**src/core/pmrc_defs.vh**
```
`ifndef PMRC_DEFS_VH
`define PMRC_DEFS_VH
// register byte addresses
`define PMRC_ADDR_POWER_CONTROL_REGISTER     12'h000
`define PMRC_ADDR_BANK     12'h004
`define PMRC_ADDR_WD_PER   12'h008
`define PMRC_ADDR_WD_KEY   12'h00C
`define PMRC_ADDR_STATUS   12'h010
// field positions
`define PMRC_POWER_CONTROL_REGISTER_HALT     0
`define PMRC_POWER_CONTROL_REGISTER_DEEP     1
`define PMRC_BANK_LOWACT   0
// reset values and watchdog unlock key
`define PMRC_RST_PER       8'h00
`define PMRC_RST_KEY       8'h00
`define PMRC_UNLOCK_VALUE  8'h55
// timing
`define PMRC_CLK_HZ        25000000
`define PMRC_POR_CYCLES    8'h10
`define PMRC_EXT_RST_NS    2000
// 2 us hold counted in 40 ns clocks
`define PMRC_EXT_RST_CYC   8'h32
`endif

```
**src/core/pmrc_sync.v**
```verilog
`timescale 1ns/100ps
`default_nettype none
module pmrc_sync (
  input  wire mclk_i,
  input  wire rst_b_i,
  input  wire d_i,
  output wire q_o
);
  reg meta_reg;
  reg q_reg;
  // first stage feeds only the second stage
  always @(posedge mclk_i) begin
    if (!rst_b_i) begin
      meta_reg <= 1'b0;
      q_reg    <= 1'b0;
    end else begin
      meta_reg <= d_i;
      q_reg    <= meta_reg;
    end
  end
  assign q_o = q_reg;
endmodule
`default_nettype wire

```
**src/core/pmrc_clk_gate.v**
```verilog
`timescale 1ns/100ps
`default_nettype none
module pmrc_clk_gate (
  input  wire mclk_i,
  input  wire en_i,
  output wire gclk_o
);
  reg en_neg_reg;
  // enable taken on the falling edge, so it only changes while the clock is low
  always @(negedge mclk_i) begin
    en_neg_reg <= en_i;
  end
  assign gclk_o = mclk_i & en_neg_reg;
endmodule
`default_nettype wire

```
**src/core/pmrc_top.v**
```verilog
// Overview of operation
// - power-on reset made internally, no network
// - this block issues master reset to cpu
// - effective reset is external OR power-on OR watchdog expiry
// - external reset active high, reads low
// - saving only by gating section clocks
// - standby gates acquisition and display clocks
// - low activity select bit enters standby
// - oscillator keeps running, derived clocks gated
// - wake from idle keeps standby sections off
// - idle gates cpu, acquisition and display
// - cpu halt bit enters idle
// - idle freezes cpu, state retained
// - enabled interrupt clears halt, ends idle
// - comparator interrupt wakes from idle
// - hardware reset ends idle, short hold
// - reset presets registers, pc to zero
// - deep sleep bit enters power-down
//
// The APB register port and the address map are this design's own decisions.
`timescale 1ns/100ps
`default_nettype none
`include "pmrc_defs.vh"
module pmrc_top #(
  parameter [7:0] POR_CYCLES = `PMRC_POR_CYCLES
) (
  input  wire        mclk_i,
  input  wire        rst_b_i,
  input  wire        ext_rst_i,
  input  wire        irq_pending_i,
  input  wire        cmp_irq_i,
  input  wire        wd_expire_i,
  input  wire        psel_i,
  input  wire        penable_i,
  input  wire        pwrite_i,
  input  wire [11:0] paddr_i,
  input  wire [31:0] pwdata_i,
  output reg  [31:0] prdata_o,
  output wire        pready_o,
  output wire        pslverr_o,
  output wire        master_rst_o,
  output wire        cpu_clk_o,
  output wire        acq_clk_o,
  output wire        disp_clk_o,
  output wire        periph_clk_o,
  output wire        osc_run_o,
  output reg  [7:0]  wd_period_o,
  output reg         wd_enable_o,
  output wire        standby_o,
  output wire        idle_o,
  output wire        deep_sleep_o
);
  // ****************************************************************
  // reset generation
  // ****************************************************************
  reg  [7:0] por_cnt_reg;
  reg        por_active_reg;
  wire       ext_rst_sync;
  reg  [7:0] ext_cnt_reg;
  reg        ext_rst_reg;
  localparam [7:0] EXT_CYC = `PMRC_EXT_RST_CYC;
  localparam [7:0] POR_MAX = POR_CYCLES;

  // pin has pull-down in the pad; low means not asserted
  pmrc_sync u_ext_sync (
    .mclk_i  (mclk_i),
    .rst_b_i (rst_b_i),
    .d_i     (ext_rst_i),
    .q_o     (ext_rst_sync)
  );

  // power-on counter is only cleared by the supply-level reset
  always @(posedge mclk_i) begin
    if (!rst_b_i) begin
      por_cnt_reg    <= 8'h00;
      por_active_reg <= 1'b1;
    end else if (por_cnt_reg != POR_MAX) begin
      por_cnt_reg    <= por_cnt_reg + 8'h01;
      por_active_reg <= 1'b1;
    end else begin
      por_active_reg <= 1'b0;
    end
  end

  // external pulse must be held for the full count before it is honoured
  always @(posedge mclk_i) begin
    if (!rst_b_i) begin
      ext_cnt_reg <= 8'h00;
      ext_rst_reg <= 1'b0;
    end else if (!ext_rst_sync) begin
      ext_cnt_reg <= 8'h00;
      ext_rst_reg <= 1'b0;
    end else if (ext_cnt_reg != EXT_CYC) begin
      ext_cnt_reg <= ext_cnt_reg + 8'h01;
    end else begin
      ext_rst_reg <= 1'b1;
    end
  end

  wire sys_rst = por_active_reg | ext_rst_reg | wd_expire_i;
  assign master_rst_o = sys_rst;

  // ****************************************************************
  // mode control registers
  // ****************************************************************
  reg       halt_reg;
  reg       deep_reg;
  reg       lowact_reg;
  reg [7:0] key_reg;
  wire      wr_en = psel_i & penable_i & pwrite_i;
  wire      rd_hit;
  wire      wake = irq_pending_i | cmp_irq_i;

  function is_addr;
    input [11:0] a;
    input [11:0] b;
    begin
      is_addr = (a == b);
    end
  endfunction

  always @(posedge mclk_i) begin
    if (!rst_b_i || sys_rst) begin
      halt_reg    <= 1'b0;
      deep_reg    <= 1'b0;
      lowact_reg  <= 1'b0;
      key_reg     <= `PMRC_RST_KEY;
      wd_period_o <= `PMRC_RST_PER;
      wd_enable_o <= 1'b1;
    end else begin
      // wake wins over a write of the same cycle
      if (wake) begin
        halt_reg <= 1'b0;
        deep_reg <= 1'b0;
      end else if (wr_en && is_addr(paddr_i, `PMRC_ADDR_POWER_CONTROL_REGISTER)) begin
        halt_reg <= pwdata_i[`PMRC_POWER_CONTROL_REGISTER_HALT];
        deep_reg <= pwdata_i[`PMRC_POWER_CONTROL_REGISTER_DEEP];
      end
      // lowact survives the wake so acquisition stays off
      if (wr_en && is_addr(paddr_i, `PMRC_ADDR_BANK)) begin
        lowact_reg <= pwdata_i[`PMRC_BANK_LOWACT];
      end
      if (wr_en && is_addr(paddr_i, `PMRC_ADDR_WD_PER)) begin
        wd_period_o <= pwdata_i[7:0];
      end
      if (wr_en && is_addr(paddr_i, `PMRC_ADDR_WD_KEY)) begin
        key_reg <= pwdata_i[7:0];
        if (pwdata_i[7:0] == `PMRC_UNLOCK_VALUE) begin
          wd_enable_o <= 1'b0;
        end
      end
    end
  end

  // ****************************************************************
  // clock gating
  // ****************************************************************
  wire cpu_en    = ~halt_reg & ~deep_reg;
  wire sect_en   = ~lowact_reg & ~halt_reg & ~deep_reg;
  wire periph_en = ~deep_reg;

  // only the derived clocks are gated; supplies stay on
  assign osc_run_o = 1'b1;

  pmrc_clk_gate u_cpu_gate (
    .mclk_i (mclk_i),
    .en_i   (cpu_en),
    .gclk_o (cpu_clk_o)
  );
  pmrc_clk_gate u_acq_gate (
    .mclk_i (mclk_i),
    .en_i   (sect_en),
    .gclk_o (acq_clk_o)
  );
  pmrc_clk_gate u_disp_gate (
    .mclk_i (mclk_i),
    .en_i   (sect_en),
    .gclk_o (disp_clk_o)
  );
  pmrc_clk_gate u_per_gate (
    .mclk_i (mclk_i),
    .en_i   (periph_en),
    .gclk_o (periph_clk_o)
  );

  assign standby_o    = lowact_reg;
  assign idle_o       = halt_reg;
  assign deep_sleep_o = deep_reg;

  // ****************************************************************
  // apb read path
  // ****************************************************************
  assign pready_o  = 1'b1;
  assign rd_hit    = is_addr(paddr_i, `PMRC_ADDR_POWER_CONTROL_REGISTER) | is_addr(paddr_i, `PMRC_ADDR_BANK) |
                     is_addr(paddr_i, `PMRC_ADDR_WD_PER) | is_addr(paddr_i, `PMRC_ADDR_WD_KEY) |
                     is_addr(paddr_i, `PMRC_ADDR_STATUS);
  assign pslverr_o = psel_i & penable_i & ~rd_hit;

  reg [31:0] rd_word;

  always @* begin
    rd_word = 32'h0000_0000;
    if (is_addr(paddr_i, `PMRC_ADDR_POWER_CONTROL_REGISTER)) begin
      rd_word[`PMRC_POWER_CONTROL_REGISTER_HALT] = halt_reg;
      rd_word[`PMRC_POWER_CONTROL_REGISTER_DEEP] = deep_reg;
    end else if (is_addr(paddr_i, `PMRC_ADDR_BANK)) begin
      rd_word[`PMRC_BANK_LOWACT] = lowact_reg;
    end else if (is_addr(paddr_i, `PMRC_ADDR_WD_PER)) begin
      rd_word[7:0] = wd_period_o;
    end else if (is_addr(paddr_i, `PMRC_ADDR_WD_KEY)) begin
      rd_word[7:0] = key_reg;
    end else if (is_addr(paddr_i, `PMRC_ADDR_STATUS)) begin
      rd_word[3:0] = {wd_enable_o, ext_rst_reg, por_active_reg, sect_en};
    end
  end

  // word captured in the setup phase, so it stands through a zero-wait access
  always @(posedge mclk_i) begin
    if (!rst_b_i) begin
      prdata_o <= 32'h0000_0000;
    end else if (psel_i && !penable_i) begin
      prdata_o <= rd_word;
    end
  end
endmodule
`default_nettype wire

```
**config.mk**
```make
export PLATFORM = sky130hd
export DESIGN_NAME = pmrc_top
export DESIGN_NICKNAME = d
export VERILOG_FILES = /design/src/core/pmrc_sync.v /design/src/core/pmrc_clk_gate.v /design/src/core/pmrc_top.v
export VERILOG_INCLUDE_DIRS = /design/src /design/src/core
export SDC_FILE = /design/constraint.sdc
export NUM_CORES = 1
export LEC_CHECK = 0
export ABC_AREA = 1
export BUFFER_PORTS_ARGS = -buffer_cell sky130_fd_sc_hd__buf_2
export CAP_MARGIN = 20
export CORE_MARGIN = 4
export CORE_UTILIZATION = 48
export DETAILED_ROUTE_END_ITERATION = 8
export PLACE_DENSITY_LB_ADDON = 0.3
export SLEW_MARGIN = 20
export SYNTH_ARGS = -nofsm -noshare
export SYNTH_HDL_FRONTEND = slang
export SYNTH_SLANG_ARGS = --single-unit
```
**constraint.sdc**
```tcl
create_clock -name mclk_i -period 1.4 [get_ports mclk_i]
set_input_delay 0.21 -clock mclk_i [delete_from_list [all_inputs] [get_ports mclk_i]]
set_output_delay 0.21 -clock mclk_i [all_outputs]
set_load 0.02 [all_outputs]
```
==> summary.txt <==
Synth
  • Number of synthesized flops with an enable pin: 0
  • Synth top area cells: dfxtp_1, buf_4, nand2_1, inv_1, a21oi_1
  • Predominant post-synthesis flop cell: dfxtp_1
  • Share of flip-flops with an asynchronous set or reset: 0
  • Yosys top cell area share: 0.398
  • Sequential share of the synthesized area: 0.398
  • Area leader, netlist: dfxtp_1
  • Yosys cell types: 34
  • Mapped Cells: about 350
  • Yosys Warn Count: 0
  • Mapped Area: between 2000 and 3000 µm²
  • Most frequent cell after synthesis: nand2_1
  • Top cells by count, synth: nand2_1, dfxtp_1, inv_1
  • Yosys reg bits: 51
  • Post-Syn Area per Cell: approximately 7.4 µm²

Worst setup path
  • CP Capture Type: primary output
  • Reg2reg end: deep_sleep_o
  • Req. time, crit path: around 1200 ps
  • R2r worst-path depth: 7
  • Reg2reg setup slack: -90 ps
  • Critical path arrival: 1820 ps
  • Reg2reg start: por_active_reg
  • Critical-path maximum fanout: 2
  • Crit path kind: reg2out
  • Crit path launch type: flop

Pwr
  • LEAKAGE: 1.64 nW
  • Pwr dens: roughly 1100 nW/µm²
  • Peak VDD IR: 842 µV

Cells and area
  • Area growth from synthesis to layout: 41.4%
  • Fillers: 412
  • Final Util: 0.705
  • Layout cell share with drive strength beyond 1: 0.385
  • # diodes: 0
  • Nets: 505
  • Post-Layout Cell Count: just over 500

Floorplan
  • Die height: 81.1 µm
  • Starting Density: 0.499
  • I/O pins: approximately 110
  • Die W: around 81 µm
  • Die area: 6570 µm²
  • Core Rows: 26
  • Core box area: 5140 µm²

CTS
  • Latest clock arrival within the worst-skew pair: around 480 ps
  • TritonCTS clock tree: built
  • Clock slew at reported path FFs: about 90 ps

Hold path
  • Worst Hold End: wd_period_o[3]
  • Min-Delay Path Depth: 3
  • Min-delay src: pwdata_i[3]
  • HP Class: in2reg

Detailed routing
  • Met3 wire len: between 400 and 500 µm
  • DRT Pass-1 Iters: 4
  • DRC viols: 0
  • Antenna-violating nets left: 0
  • Total number of vias: 2570
  • Routed len/inst: 13.8 µm
  • Met1 wire length: 2.95 mm
  • Met2 wire len: roughly 3.5 mm
  • Via/cell ratio: a little under 5
  • Highest metal used: met4
  • DRT Wirelength: approximately 7 mm
  • Iter 0 DRT Violations: approximately 140

Run
  • Max-cap viol count: 0

Timing
  • Max-slew violation count: 0
  • Fin. Hold Viols: 0
  • Final worst slack: -635 ps
  • WHS: approximately 55 ps
  • Worst Skew: roughly 66 ps
  • Final setup fails: 18
  • RSZ-0062 raised after global routing: yes

Place
  • Buffers on Ports: 54
  • Gpl congestion: around 0.9
  • Detailed-placement wirelength estimate: roughly 4.5 mm
  • Cells after DPL: 490

Status
  • Failing checks: negative setup slack
  • Status: finished, violations left

Global route
  • Initial antenna violation count: 0
  • Largest net degree at the start of global routing: 18
  • GRT Overall Usage: 0.216
  • Vias in the first global route: between 2000 and 2500
  • First-pass GRT wire length: around 11 mm
  • Grt ovf: 0
==> placed cells by master, fill, tap and decap left out, drive strengths merged, types with 2 or more instances in the layout <==
cell and instances:
ha 4, a21oi 31, or3 2, nor4 2, o22ai 2, clkbuf 11
o21ai 27, dfxtp 51, nor3 7, nand3 19, conb 26, xor2 5
inv 58, nor2 35, buf 92, nand2 56, clkinv 2, nand4 9
or2 2, bufinv 2
==> kinds of logic after synthesis <==
group                      Yosys count  synth area share
AOI/OAI and AO/OA                   63             0.126
xor gates and xnor gates             6            0.0205
adders and majority gates            4            0.0195
buffers and inverters               87             0.172
DFF                                 51             0.398
other                                2           0.00293
and+or+nand+nor                    133             0.261
==> report_power, final <==
group / leakage (nW) / total (W) / switching, W / internal [W]
registers: 0.410 / 0.00147 / 0.00000711 / 0.00146
clock network: 0.178 / 0.00235 / 0.00100 / 0.00135
logic: 1.05 / 0.000293 / 0.000190 / 0.000103
==> metal layers <==
layer,global-route usage,up-vias
li1,-,1268
met1,0.233,1184
met2,0.336,90
met3,0.0909,28
met4,0.162,0
met5,0.0167,-
==> critical path, stage by stage, from the launching register on <==
cell and delay, ps:
dfxtp_2 330, nand2_4 60, buf_8 110, inv_2 40, buf_6 100
==> how the worst max path moves through the flow <==
| stage | startpoint | end | slack, ps | cells after the start |
|---|---|---|---|---|
| 3_5_place_dp | paddr_i[4] | pslverr_o | -40 | 10 |
| 2_1_floorplan | u_disp_gate.en_neg_reg | disp_clk_o | -80 | 3 |
| 6_report | u_disp_gate.en_neg_reg | disp_clk_o | -630 | 4 |
| 5_1_grt | u_disp_gate.en_neg_reg | disp_clk_o | -670 | 4 |
| 3_3_place_gp | u_disp_gate.en_neg_reg | acq_clk_o | -30 | 3 |
| 4_1_cts | u_disp_gate.en_neg_reg | disp_clk_o | -670 | 4 |
==> layout make-up <==
class | count | area [µm²] | area share
clock buffer | 16 | 204 | 0.0562
clock inverter | 9 | 78.8 | 0.0217
inverter | 53 | 206 | 0.0569
multi-input combinational | 232 | 1370 | 0.378
sequential | 51 | 1030 | 0.284
tap | 70 | 87.6 | 0.0242
timing repair buffer | 88 | 652 | 0.180
==> per-stage QoR <==
stage / worst slack, ps / setup TNS, ps / instance area, µm² / power, W
2_1_floorplan: -79.0 / -79.0 / 2660 / 0.00203
3_3_place_gp: -28.3 / -90.8 / 3000 / 0.00209
3_5_place_dp: -40.2 / -175 / 3000 / 0.00209
4_1_cts: -667 / -2450 / 3430 / 0.00420
5_1_grt: -674 / -3670 / 3630 / 0.00431
6_report: -635 / -2570 / 3630 / 0.00411
==> repair_timing <==
action | in CTS | in global routing
buffers inserted | 7 | 3
endpoints found under the hold margin | 1 | 0
gates cloned | 0 | 2
hold buffers | 1 | 0
pin swaps | 9 | 11
gates resized for setup | 30 | 66
setup endpoints to repair | 9 | 28
No activity file was read; power rests on OpenSTA's default activity.
